`src/i2s_pkg.sv`:
```
`default_nettype none
package i2s_pkg;
  // register byte offsets
  localparam logic [3:0] OFS_CTRL_B = 4'h0;
  localparam logic [3:0] OFS_STATUS = 4'h4;
  localparam logic [3:0] OFS_INT_FLAG = 4'h8;
  localparam logic [3:0] OFS_INT_MASK = 4'hc;
  localparam logic [3:0] OFS_DATA = 4'h0;
  localparam logic [3:0] OFS_CONFIG = 4'h4;
  // control b fields
  localparam int CTRL_ACK_POS = 18;
  localparam int CTRL_CMD_LO = 16;
  localparam logic [1:0] CMD_CLOSE = 2'h3;
  // status word fields: low byte is the data register
  localparam int CFG_SMART_POS = 8;
  // interrupt flag positions
  localparam int FLAG_STOP = 0;
  localparam int FLAG_ADDR_MATCH = 1;
  localparam int FLAG_DATA_READY = 2;
  localparam logic [2:0] FLAGS_ALL = 3'h7;
  // reset values
  localparam logic [31:0] RST_CTRL_B = 32'h0000_0000;
  localparam logic [2:0] RST_MASK = 3'h0;
  localparam logic RST_SMART = 1'b0;

  typedef enum logic [1:0] {
    ST_IDLE,
    ST_ADDRESSED,
    ST_DATA
  } i2s_state_type;

  typedef struct packed {
    logic stop;
    logic addr_match;
    logic data_ready;
  } i2s_event_type;
endpackage
`default_nettype wire

```
`src/i2s_slave_ctl.sv`:
```
`default_nettype none
module i2s_slave_ctl
  import i2s_pkg::*;
(
  // clock, reset, enable
  input wire logic clk_i,
  input wire logic rst_i,
  input wire logic ce_i,
  // wishbone slave
  input wire logic cyc_i,
  input wire logic stb_i,
  input wire logic we_i,
  input wire logic [3:0] adr_i,
  input wire logic [3:0] sel_i,
  input wire logic [31:0] dat_i,
  output logic [31:0] dat_o,
  output logic ack_o,
  output logic err_o,
  // events from the serial engine
  input wire i2s_event_type evt_i,
  input wire logic [7:0] rx_byte_i,
  // to the serial engine, and the interrupt line
  output logic ack_action_bit_o,
  output logic addr_ack_o,
  output logic [7:0] tx_byte_o,
  output logic irq_o
);

  ////////////////////////////////////////////////////////////////
  // state
  logic [31:0] slave_control_b;
  logic [2:0] interrupt_flag_reg;
  logic [2:0] int_mask;
  logic smart_mode;
  i2s_state_type state;
  i2s_state_type next_state;
  logic [2:0] next_flags;
  logic [31:0] rd_mux;

  // only data ready is dropped by a data access
  localparam logic [2:0] DATA_READY_ONLY = 3'(1 << FLAG_DATA_READY);

  ////////////////////////////////////////////////////////////////
  // helpers
  // address compare shared by every register select
  function automatic logic hit(input logic [3:0] adr, input logic [3:0] ofs);
    return adr == ofs;
  endfunction

  // gate a clear mask with its strobe
  function automatic logic [2:0] gate3(input logic en, input logic [2:0] bits);
    return en ? bits : 3'h0;
  endfunction

  // engine events in flag order
  function automatic logic [2:0] ev_bits(input i2s_event_type ev);
    logic [2:0] v;
    v = 3'h0;
    v[FLAG_STOP] = ev.stop;
    v[FLAG_ADDR_MATCH] = ev.addr_match;
    v[FLAG_DATA_READY] = ev.data_ready;
    return v;
  endfunction

  ////////////////////////////////////////////////////////////////
  // bus decode
  // request phase: taken while no answer is outstanding
  wire logic req = cyc_i && stb_i && !ack_o && !err_o;
  // data phase: the edge where the master sees ack; writes land only here
  wire logic data_ph = cyc_i && stb_i && ack_o;
  wire logic wr_ph = data_ph && we_i;
  wire logic rd_ph = data_ph && !we_i;
  wire logic sel_ctrl = hit(adr_i, OFS_CTRL_B);
  wire logic sel_stat = hit(adr_i, OFS_STATUS);
  wire logic sel_flag = hit(adr_i, OFS_INT_FLAG);
  wire logic sel_mask = hit(adr_i, OFS_INT_MASK);
  wire logic mapped = sel_ctrl || sel_stat || sel_flag || sel_mask;
  wire logic rd_req = req && !we_i && mapped;

  // write strobes, each qualified by its byte lane
  wire logic wr_ctrl = wr_ph && sel_ctrl && sel_i[2];
  wire logic wr_flag = wr_ph && sel_flag && sel_i[0];
  wire logic wr_mask = wr_ph && sel_mask && sel_i[0];
  wire logic wr_tx = wr_ph && sel_stat && sel_i[0];
  wire logic wr_smart = wr_ph && sel_stat && sel_i[1];
  // any read of the data word, or a write of its low byte, is a data access
  wire logic data_touch = (rd_ph && sel_stat) || wr_tx;
  wire logic cmd_close = wr_ctrl && dat_i[CTRL_CMD_LO +: 2] == CMD_CLOSE;
  // command is a strobe, never stored, so it cannot fire a second time
  wire logic [31:0] ctrl_wdata = {dat_i[31:CTRL_CMD_LO + 2], 2'h0, dat_i[CTRL_CMD_LO - 1:0]};

  ////////////////////////////////////////////////////////////////
  // interrupt flags
  wire logic [2:0] ev_set = ev_bits(evt_i);
  wire logic [2:0] sw_clr = gate3(wr_flag, dat_i[2:0]);
  wire logic [2:0] cmd_clr = gate3(cmd_close, FLAGS_ALL);
  wire logic [2:0] smart_clr = gate3(smart_mode && data_touch, DATA_READY_ONLY);
  wire logic [2:0] all_clr = sw_clr | cmd_clr | smart_clr;
  // set beats clear, so an event landing with a clear is never lost
  assign next_flags = (interrupt_flag_reg & ~all_clr) | ev_set;
  wire logic irq_next = |(next_flags & int_mask);

  ////////////////////////////////////////////////////////////////
  // read data; command bits always read back as zero
  wire logic [31:0] stat_word = {23'h0, smart_mode, rx_byte_i};
  assign rd_mux = sel_ctrl ? slave_control_b :
                  sel_stat ? stat_word :
                  sel_flag ? {29'h0, interrupt_flag_reg} :
                  sel_mask ? {29'h0, int_mask} :
                  32'h0;

  ////////////////////////////////////////////////////////////////
  // slave progress moves only on engine events or the close command
  always_comb begin
    next_state = state;
    case (state)
      ST_IDLE: begin
        if (evt_i.addr_match) begin
          next_state = ST_ADDRESSED;
        end
      end
      ST_ADDRESSED: begin
        if (cmd_close) begin
          next_state = ST_DATA;
        end
      end
      ST_DATA: begin
        if (evt_i.stop) begin
          next_state = ST_IDLE;
        end
      end
      default: begin
        next_state = ST_IDLE;
      end
    endcase
  end

  ////////////////////////////////////////////////////////////////
  // bus answer, one cycle after the request
  always_ff @(posedge clk_i) begin
    if (rst_i) begin
      ack_o <= 1'b0;
      err_o <= 1'b0;
    end else if (ce_i) begin
      ack_o <= req && mapped;
      err_o <= req && !mapped;
    end
  end

  // read data holds until the next mapped read
  always_ff @(posedge clk_i) begin
    if (rst_i) begin
      dat_o <= 32'h0;
    end else if (ce_i && rd_req) begin
      dat_o <= rd_mux;
    end
  end

  // control b only stores fields; the slave state is never touched here
  always_ff @(posedge clk_i) begin
    if (rst_i) begin
      slave_control_b <= RST_CTRL_B;
    end else if (ce_i && wr_ctrl) begin
      slave_control_b <= ctrl_wdata;
    end
  end

  // ack action feeds the engine, so it keeps a flop of its own
  always_ff @(posedge clk_i) begin
    if (rst_i) begin
      ack_action_bit_o <= RST_CTRL_B[CTRL_ACK_POS];
    end else if (ce_i && wr_ctrl) begin
      ack_action_bit_o <= dat_i[CTRL_ACK_POS];
    end
  end

  // interrupt mask
  always_ff @(posedge clk_i) begin
    if (rst_i) begin
      int_mask <= RST_MASK;
    end else if (ce_i && wr_mask) begin
      int_mask <= dat_i[2:0];
    end
  end

  // smart mode
  always_ff @(posedge clk_i) begin
    if (rst_i) begin
      smart_mode <= RST_SMART;
    end else if (ce_i && wr_smart) begin
      smart_mode <= dat_i[CFG_SMART_POS];
    end
  end

  // transmit byte
  always_ff @(posedge clk_i) begin
    if (rst_i) begin
      tx_byte_o <= 8'h0;
    end else if (ce_i && wr_tx) begin
      tx_byte_o <= dat_i[7:0];
    end
  end

  // sticky flags
  always_ff @(posedge clk_i) begin
    if (rst_i) begin
      interrupt_flag_reg <= 3'h0;
    end else if (ce_i) begin
      interrupt_flag_reg <= next_flags;
    end
  end

  // level interrupt, registered from the next flag value
  always_ff @(posedge clk_i) begin
    if (rst_i) begin
      irq_o <= 1'b0;
    end else if (ce_i) begin
      irq_o <= irq_next;
    end
  end

  // slave state
  always_ff @(posedge clk_i) begin
    if (rst_i) begin
      state <= ST_IDLE;
    end else if (ce_i) begin
      state <= next_state;
    end
  end

  // address acknowledge pulse to the engine
  always_ff @(posedge clk_i) begin
    if (rst_i) begin
      addr_ack_o <= 1'b0;
    end else if (ce_i) begin
      addr_ack_o <= cmd_close && state == ST_ADDRESSED;
    end
  end
endmodule
`default_nettype wire

```
`config.mk`:
```
export PLATFORM = sky130hd
export DESIGN_NAME = i2s_slave_ctl
export DESIGN_NICKNAME = d
export VERILOG_FILES = /design/src/i2s_pkg.sv /design/src/i2s_slave_ctl.sv
export SDC_FILE = /design/constraint.sdc
export NUM_CORES = 1
export LEC_CHECK = 0
export ABC_CLOCK_PERIOD_IN_PS = 1700
export BUFFER_PORTS_ARGS = -buffer_cell sky130_fd_sc_hd__buf_2
export CAP_MARGIN = 20
export CELL_PAD_IN_SITES_DETAIL_PLACEMENT = 1
export CELL_PAD_IN_SITES_GLOBAL_PLACEMENT = 2
export CORE_MARGIN = 5
export CORE_UTILIZATION = 25
export DETAILED_ROUTE_END_ITERATION = 16
export PLACE_DENSITY_LB_ADDON = 0.1
export SYNTH_ARGS = -nofsm -noshare
export SYNTH_HDL_FRONTEND = slang
export SYNTH_SLANG_ARGS = --single-unit
```
`constraint.sdc`:
```
create_clock -name clk_i -period 1.7 [get_ports clk_i]
set_clock_uncertainty 0.15 [all_clocks]
set_input_delay 0.085 -clock clk_i [delete_from_list [all_inputs] [get_ports clk_i]]
set_output_delay 0.085 -clock clk_i [all_outputs]
set_load 0.05 [all_outputs]
```
After elaboration in Yosys (flattened, before gate mapping)
Index checks and enable logic that the tools add are counted.
W data, S select, Z words.
{"block": "totals", "ff_bits": 84, "latch_bits": 0, "mem_bits_rw": 0, "rom_bits": 0, "out_inout_bits": 45, "wordCells": 78, "memories": 0}
{"block": "classes", "addsub": 0, "mul": 0, "div": 0, "magnitude_cmp": 0, "n_eq_ne": 9, "shift": 0, "mux": 11, "bitwise_logic": 6, "reduce_logical": 40}
{"operator": "$mux W32", "count": 1}
{"operator": "$logic_and A1 B1 Y1", "count": 28}
{"operator": "$mux W3", "count": 5}
{"operator": "$mux W9", "count": 1}
{"operator": "$or A3 B3 Y3", "count": 3}
{"operator": "$eq A4 B4 Y1 const B", "count": 2}
{"operator": "$and A3 B3 Y3", "count": 2}
{"operator": "$mux W2", "count": 3}
{"operator": "$ne A2 B2 Y1 const B", "count": 3}
{"operator": "$pmux W2 S3", "count": 1}
{"operator": "$eq A2 B2 Y1 const B", "count": 2}
{"operator": "$eq A4 B3 Y1 const B", "count": 1}
{"operator": "$logic_not A1 Y1", "count": 4}
{"operator": "$logic_not A4 Y1", "count": 1}
{"operator": "$logic_or A1 B1 Y1", "count": 4}
{"operator": "$reduce_and A4 Y1", "count": 1}
{"operator": "$not A3 Y3", "count": 1}
{"operator": "$reduce_or A3 Y1", "count": 1}
{"operator": "$eq A2 B1 Y1 const B", "count": 1}
{"operator": "$logic_not A2 Y1", "count": 1}

Depth between registers and ports, before layout
Gate-level depths: netlist of run 1.
{"block": "logic_depth", "depth_word": 14, "depth_mapped": 7}

Worst setup path after synthesis of run 1
OpenSTA, ideal clock, no wires.
{"block": "synth_timing", "kind": "register -> register", "start": "reg ack_o", "end": "reg slave_control_b[0]", "setup_time_ns": 0.070, "arrival_ns": 1.750, "required_time_ns": 1.480, "slack_ns": -0.271, "stages_incl_launch_ff": 8, "synth_period_minus_slack_ns": 1.971, "cell_sequence": "dfxtp_1 > and4_1 > and2_1 > and3_1 > buf_4 > buf_6 > nand2_1 > a21oi_1"}
{"block": "synth_between", "elab_chain_len": 5}
{"element": "from (decl)", "line": "i2s_slave_ctl.sv:17", "source": "output logic ack_o,"}
{"element": "from (signal assigned)", "line": "i2s_slave_ctl.sv:145", "source": "ack_o <= req && mapped;"}
{"element": "$logic_and A1 B1 Y1", "line": "i2s_slave_ctl.sv:70", "source": "wire logic data_ph = cyc_i && stb_i && ack_o;"}
{"element": "$logic_and A1 B1 Y1", "line": "i2s_slave_ctl.sv:71", "source": "wire logic wr_ph = data_ph && we_i;"}
{"element": "$logic_and A1 B1 Y1 (2 in series)", "line": "i2s_slave_ctl.sv:81", "source": "wire logic wr_ctrl = wr_ph && sel_ctrl && sel_i[2];"}
{"element": "$logic_and A1 B1 Y1", "line": "i2s_slave_ctl.sv:163", "source": "end else if (ce_i && wr_ctrl) begin"}
{"element": "to (signal assigned)", "line": "i2s_slave_ctl.sv:164", "source": "slave_control_b <= ctrl_wdata;"}
{"element": "to (decl)", "line": "i2s_slave_ctl.sv:31", "source": "logic [31:0] slave_control_b;"}
Every way passes these cells.
A chain may end at the register's enable or synchronous reset.

Final worst setup path of run 1
{"block": "layout_timing", "start": "in stb_i", "end": "reg interrupt_flag_reg[2]"}
{"block": "layout_between", "elab_chain_len": 12, "word_cells_on_any_way": 22}
{"element": "from (decl)", "line": "i2s_slave_ctl.sv:11", "source": "input wire logic stb_i,"}
{"element": "$logic_and A1 B1 Y1 (*) (2 in series)", "line": "i2s_slave_ctl.sv:70"}
{"element": "$logic_and A1 B1 Y1", "line": "i2s_slave_ctl.sv:71"}
{"element": "$logic_and A1 B1 Y1, on equally long branches (2 in series)", "line": "i2s_slave_ctl.sv:81, i2s_slave_ctl.sv:84"}
{"element": "$logic_and A1 B1 Y1 / $logic_or A1 B1 Y1 (equally long branches)", "line": "i2s_slave_ctl.sv:88, i2s_slave_ctl.sv:87"}
{"element": "$mux W3 / $logic_and A1 B1 Y1 (equally long branches)", "line": "i2s_slave_ctl.sv:52, i2s_slave_ctl.sv:97"}
{"element": "$or A3 B3 Y3 / $mux W3 (equally long branches)", "line": "i2s_slave_ctl.sv:98, i2s_slave_ctl.sv:52"}
{"element": "$or A3 B3 Y3 (*)", "line": "i2s_slave_ctl.sv:98", "source": "wire logic [2:0] all_clr = sw_clr | cmd_clr | smart_clr;"}
{"element": "$not A3 Y3 (*)", "line": "i2s_slave_ctl.sv:100", "source": "assign next_flags = (interrupt_flag_reg & ~all_clr) | ev_set;"}
{"element": "$and A3 B3 Y3 (*)", "line": "i2s_slave_ctl.sv:100"}
{"element": "$or A3 B3 Y3 (*)", "line": "i2s_slave_ctl.sv:100"}
{"element": "to (signal assigned)", "line": "i2s_slave_ctl.sv:209", "source": "interrupt_flag_reg <= next_flags;"}
{"element": "to (decl)", "line": "i2s_slave_ctl.sv:32", "source": "logic [2:0] interrupt_flag_reg;"}
Every way passes the cells marked *; elsewhere a longest branch is shown, timed or not.

==> results.py, run 1 <==
metrics = {
    "power_and_ir_drop": {
        "pwr_density_cell_nw_per_um2": 854,
        "ir_drop_v": 0.000639,
        "p_total_w": 0.00412,
        "leakage_nw": 1.95,
    },
    "synth": {
        "synth_edf_count": 0,
        "yosysUniqueCellTypes": 33,
        "synth_cells": 392,
        "synth.cell_area_um2": 3210,
        "syn_area_per_cell_um2": 8.19,
        "synth_seq_cells": 81,
        "synth-main-ff-cell": "dfxtp_1",
        "ys_seq_area_frac": 0.505,
        "async_flop_share": 0,
        "synth_warnings": 0,
    },
    "sta": {
        "finalCritPeriodShare": 0.959,
        "fmax_ghz": 0.614,
        "slew_violations": 0,
        "period_needed_ns": 1.63,
        "setup_viol": 0,
        "rsz0062_at_grt": "false",
        "finalHoldViolations": 0,
        "worst_pin_slew_ns": 0.543,
        "holdWs_ns": 0.0637,
        "worst_slew_margin_rel": 0.635,
    },
    "grt": {
        "first_global_vias": 3476,
        "grt_max_degree": 31,
        "antenna_found_initial": 0,
        "grt_usage": 0.155,
        "gr-total-overflow": 0,
        "grt_pass1_wl_mm": 18.1,
    },
    "place": {
        "placed_cell_area_um2": 4000,
        "place_inst": 657,
        "place_congestion": 0.780,
        "place.port_buffers": 98,
        "hpwl_mm": 7.89,
    },
    "finish": {
        "area_delta_synth_final_pct": 50.4,
        "nNetsFinal": 600,
        "antenna_cells": 0,
        "fillers": 1552,
        "reg.largest.list": "dat_o x30, slave_control_b x30, tx_byte_o x8",
        "final_common_cell": "nand2_1",
        "final_area_um2": 4830,
        "drive_above_1_share": 0.285,
        "layout_common_cells": "nand2_1 (113), buf_2 (98), dfxtp_1 (80)",
        "instances_no_fill": 720,
    },
    "setup_path": {
        "crit_buf_inv": 3,
        "crit_top_cell": "a31oi_1",
        "path_delay_family": "buffers and inverters",
        "reg2reg_depth": 6,
        "crit_type": "in2reg",
        "arrival_ns": 1.74,
        "worstPathMaxFanout": 5,
        "critical-path-slowest-cell": "dlygate4sd3_1",
        "slowest_delay_ns": 0.53,
        "path_depth": 8,
        "cp_cell_sequence": "dlygate4sd3_1 -> buf_2 -> and4_4 -> buf_4 -> and4_1 -> a31oi_1 -> a31oi_1 -> a211oi_1",
        "critical_path_required_ns": 1.81,
        "end_kind": "register",
        "crit_path_start_kind": "input port",
    },
    "status": {
        "outcome": "finished clean",
    },
    "drt": {
        "wl_per_cell_um": 15.8,
        "vias": 3258,
        "drt_pre_antenna_iters": 4,
        "routed_wl_mm": 11.4,
        "vias_per_cell": 4.53,
        "drc": 0,
        "drtAntennaViolNets": 0,
        "initialDrtViolationCount": 116,
    },
    "floorplan": {
        "die_area_um2": 15200,
        "coreArea_um2": 12600,
        "rows": 41,
        "dieHeight_um": 123,
        "initial_core_util": 0.254,
        "fp.dieW_um": 123,
        "ios": 102,
    },
    "job": {
        "drv_cap": 0,
    },
    "cts": {
        "cts.sinks": 81,
        "path_clk_slew_ns": 0.06,
        "clockBufferDepth": 2,
        "clkLatencyLatePin_ns": 0.34,
        "h-tree-depth": 3,
        "cts_tree": "done",
        "cts_buffers": 9,
        "cts-root-buf": "clkbuf_16",
    },
    "min_path": {
        "hp-class": "in2reg",
        "whs_path_depth": 5,
    },
}
[logic make-up (layout without fill, tap and decap cells)]
| family | after synthesis | count (layout) | synth area share |
|---|---|---|---|
| AOI/OAI and AO/OA | 89 | 89 | 0.152 |
| buffers and inverters | 32 | 187 | 0.0546 |
| DFF | 81 | 81 | 0.505 |
| muxes | 7 | 7 | 0.0335 |
| other | 1 | 2 | 0.00117 |
| and+or+nand+nor | 182 | 182 | 0.254 |
[worst min-delay path, stage by stage]
cell,delay (ns)
buf_2,0.12
nand2_1,0.10
nor3_4,0.05
nand3b_1,0.08
a21oi_1,0.06
[final cells by class]
class                      count  area, µm²  share of cell area
timing repair buffer         169       1200               0.249
inverter                       2       7.51             0.00155
clock buffer                  14        275              0.0570
clock inverter                 2       10.0             0.00207
tap                          172        215              0.0446
multi-input combinational    280       1490               0.309
sequential                    81       1630               0.337
[path summary, 6_finish.rpt]
kind | end | slack [ns] | startpoint
setup / recovery | interrupt_flag_reg[2] | 0.07 | stb_i
hold / removal | err_o | 0.06 | cyc_i
setup reg to reg | int_mask[2] | 0.11 | ack_o
hold reg to reg | dat_o[10] | 0.30 | dat_o[10]
[metrics by stage]
step            util  setup WS [ns]  setup TNS, ns
2_1_floorplan      -         0.0191              0
3_3_place_gp   0.317        -0.0746          -1.49
3_5_place_dp   0.317        -0.0677          -1.33
4_1_cts        0.375         0.0219              0
5_1_grt        0.383        0.00356              0
6_report       0.383         0.0701              0
[where the power goes]
group	switching, W	internal, W
Sequential	0.0000115	0.00191
Combinational	0.000174	0.000164
Clock	0.000751	0.00112
[synth_stat cells (2+ instances only)]
| master | instances | area (µm²) |
|---|---|---|
| mux4_2 | 3 | 67.6 |
| o211ai_1 | 2 | 15.0 |
| buf_2 | 5 | 25.0 |
| nor3_1 | 7 | 35.0 |
| nand4_1 | 2 | 12.5 |
| a221oi_1 | 6 | 52.6 |
| nand3b_1 | 2 | 15.0 |
| mux2i_1 | 4 | 40.0 |
| clkbuf_1 | 16 | 60.1 |
| a21oi_1 | 70 | 350 |
| and4_1 | 2 | 17.5 |
| o21ai_0 | 4 | 20.0 |
| a31oi_1 | 4 | 25.0 |
| inv_1 | 2 | 7.51 |
| buf_6 | 4 | 45.0 |
| nor2_1 | 16 | 60.1 |
| and3_1 | 3 | 18.8 |
| and2_1 | 3 | 18.8 |
| dfxtp_1 | 81 | 1620 |
| nand3_1 | 27 | 135 |
| nand2_1 | 113 | 424 |
| buf_4 | 5 | 37.5 |
[routing by layer]
metal	wire, µm	vias to the layer above	global-route usage
met5	0	-	0
met4	181	0	0.0408
met3	589	12	0.0489
met2	5390	77	0.257
met1	5240	1529	0.195
li1	-	1640	-
[timing repair]
item | in CTS | in global routing
setup endpoints to repair | 0 | 66
endpoints found under the hold margin | 59 | 0
gates resized for setup | 0 | 14
hold buffers | 45 | 0
buffers inserted | 0 | 2
Note: power is estimated with default switching activity, not from simulation.
==> inputs of run 2 (changes only) <==
--- a/config.mk
+++ b/config.mk
@@ -5,6 +5,7 @@
 export SDC_FILE = /design/constraint.sdc
 export NUM_CORES = 1
 export LEC_CHECK = 0
+export ABC_AREA = 1
 export ABC_CLOCK_PERIOD_IN_PS = 1700
 export BUFFER_PORTS_ARGS = -buffer_cell sky130_fd_sc_hd__buf_2
 export CAP_MARGIN = 20
==> constraint.sdc (replaced) <==
create_clock -name clk_i -period 1.7 [get_ports clk_i]
set_clock_uncertainty 0.15 [all_clocks]
set_input_delay 0.085 -clock clk_i [delete_from_list [all_inputs] [get_ports clk_i]]
set_output_delay 0.085 -clock clk_i [all_outputs]
set_load 0.005 [all_outputs]
==> run 2 against run 1 <==
Compared with the run above:
- sequential cell count stayed put
- sequential power barely moved
- final area grew 0.62%
- power shrank 0.64%
- non-clock buffer count fell by 4
- die area up 4.0%
- worst setup slack got worse by 0.034 ns
- via count up 2.7%
- clock power down 3%
- largest cell class unchanged
- highest routed layer unchanged
==> results.py, run 2 <==
metrics = {
    "synth": {
        "synth_top_area_frac": 0.484,
        "synth_warnings": 0,
        "synth.cell_area_um2": 3350,
        "syn_area_per_cell_um2": 7.76,
        "synth_seq_cells": 81,
        "yosysUniqueCellTypes": 25,
        "synth_area_leaders": "dfxtp_1 (48%), nor2_1 (11%), o21ai_0 (8.2%), a21oi_1 (7.6%), o21a_1 (4.7%)",
        "post-synth-top-count-cell": "nor2_1",
        "synth_edf_count": 0,
        "ys_seq_area_frac": 0.484,
        "synth_cells": 432,
        "synth_common_cells": "nor2_1 (98), dfxtp_1 (81), o21ai_0 (55)",
        "synth-main-ff-cell": "dfxtp_1",
        "synth_top_area_cell": "dfxtp_1",
        "async_flop_share": 0,
    },
    "sta": {
        "finalCritPeriodShare": 0.979,
        "rsz0062_at_grt": "true",
        "fmax_ghz": 0.601,
        "setup_viol": 0,
        "finalHoldViolations": 0,
        "period_needed_ns": 1.66,
        "slew_violations": 0,
    },
    "finish": {
        "drive_above_1_share": 0.256,
        "final_area_um2": 4860,
        "instances_no_fill": 763,
        "nNetsFinal": 639,
        "final_common_cell": "buf_2",
        "reg.largest.list": "dat_o x30, slave_control_b x30, tx_byte_o x8",
        "fillers": 1614,
        "antenna_cells": 0,
        "area_delta_synth_final_pct": 45.0,
        "layout_common_cells": "buf_2 (98), nor2_1 (95), dfxtp_1 (80)",
    },
    "setup_path": {
        "worstPathMaxFanout": 5,
        "arrival_ns": 1.77,
        "rr_endpoint": "ack_o",
        "rr_startpoint": "ack_o",
        "crit_path_start_kind": "register",
        "critical_path_required_ns": 1.80,
        "crit_type": "reg2reg",
        "r2r_setup_slack_ns": 0.04,
        "end_kind": "register",
        "reg2reg_depth": 4,
    },
    "grt": {
        "grt_usage": 0.142,
        "gr-total-overflow": 0,
        "first_global_vias": 3551,
        "grt_max_degree": 42,
        "grt_pass1_wl_mm": 18.1,
        "antenna_found_initial": 0,
    },
    "cts": {
        "cts_tree": "done",
        "path_clk_slew_ns": 0.06,
        "cts_buffers": 9,
        "clkLatencyLatePin_ns": 0.33,
        "cts.sinks": 81,
        "clockBufferDepth": 2,
        "cts-root-buf": "clkbuf_16",
        "h-tree-depth": 3,
    },
    "floorplan": {
        "initial_core_util": 0.254,
        "dieHeight_um": 126,
        "coreArea_um2": 13200,
        "die_area_um2": 15800,
        "rows": 42,
        "fp.dieW_um": 126,
        "ios": 102,
    },
    "drt": {
        "routed_wl_mm": 10.9,
        "drt_pre_antenna_iters": 4,
        "vias": 3346,
        "drc": 0,
        "initialDrtViolationCount": 137,
        "vias_per_cell": 4.39,
        "wl_per_cell_um": 14.3,
        "drtAntennaViolNets": 0,
    },
    "min_path": {
        "hp-class": "in2reg",
        "hold-path-endpoint": "err_o",
        "whs_path_depth": 5,
        "worstHoldStart": "ce_i",
    },
    "power_and_ir_drop": {
        "p_comb_frac": 0.088,
        "leakage_nw": 2.17,
        "internal_power_w": 0.00313,
        "p_seq_frac": 0.470,
        "switching_share": 0.236,
        "p_total_w": 0.00410,
        "pwr_density_cell_nw_per_um2": 843,
        "power.clock.fraction": 0.442,
        "ir_drop_v": 0.000444,
        "p_switching_w": 0.000967,
    },
    "place": {
        "place_inst": 699,
        "hpwl_mm": 7.60,
        "placed_cell_area_um2": 4070,
        "place_congestion": 0.737,
        "place.port_buffers": 98,
    },
    "job": {
        "drv_cap": 0,
    },
    "status": {
        "outcome": "finished clean",
    },
}
==> run 2: cell count changes in the layout (fill, tap and decap cells not counted), moves of 17 or more <==
| cell | delta |
|---|---|
| o21a_1 | +21 |
| o21ai_0 | +47 |
| nand2_1 | -87 |
| inv_1 | +33 |
| nor2_1 | +79 |
| a21oi_1 | -17 |
==> run 2: worst max-delay path: stages, from the launching register on <==
cell,delay [ns]
dfxtp_4,0.36
nor4_4,0.31
dlygate4sd3_1,0.60
nand2_1,0.05
a21oi_1,0.11
==> run 2: metrics by stage <==
step | setup slack, ns | utilization | TNS (ns) | hold WS (ns)
6_report | 0.0365 | 0.368 | 0 | 0.0436
5_1_grt | -0.0347 | 0.368 | -0.117 | 0.0789
4_1_cts | 0.0214 | 0.367 | 0 | 0.0319
3_5_place_dp | -0.0534 | 0.308 | -0.248 | 0.201
3_3_place_gp | -0.00975 | 0.308 | -0.0110 | 0.193
2_1_floorplan | 0.156 | - | 0 | 0.0832
==> run 2: logic make-up after synthesis <==
logic type	share of synthesized area
buffers and inverters	0.0944
flip-flops	0.484
other	0.00112
AND/OR/NAND/NOR	0.184
AO/OA/AOI/OAI	0.236
==> run 2: metal layers <==
metal,GRT usage,share of wire
met2,0.241,0.47
met4,0.0517,0.018
met5,0,0
met3,0.0313,0.043
met1,0.177,0.47
==> run 2: power by group through the flow <==
stage	combinational (W)	sequential, W	clock [W]
6_report	0.000361	0.00193	0.00181
2_1_floorplan	0.000139	0.00197	0
5_1_grt	0.000409	0.00193	0.00197
3_5_place_dp	0.000282	0.00197	0
4_1_cts	0.000367	0.00193	0.00190
3_3_place_gp	0.000279	0.00197	0
==> run 2: timing repair <==
action,in CTS,in global routing
hold buffers,47,0
setup endpoints to repair,9,33
hold endpoints to repair,57,0
setup buffers,1,0
gates resized for setup,4,11
pin swaps,1,6
==> run 2: worst max-delay path by stage <==
stage / startpoint / endpoint / slack, ns / cells after the start
final: ack_o / ack_o / 0.04 / 4
after global routing: ack_o / dat_o[19] / -0.03 / 6
after CTS: err_o / ack_o / 0.02 / 4
after detailed placement: ack_o / irq_o / -0.05 / 11
after global placement: ack_o / irq_o / -0.01 / 11
after floorplan: ack_o / slave_control_b[10] / 0.16 / 7
==> run 2: cell type report <==
class	count	area (µm²)	share of cell area
Tap cell	176	220	0.0453
Clock buffer	12	246	0.0507
Sequential cell	81	1630	0.334
Inverter	39	159	0.0327
Timing Repair Buffer	165	1140	0.235
Multi-Input combinational cell	286	1440	0.296
Clock inverter	4	28.8	0.00592
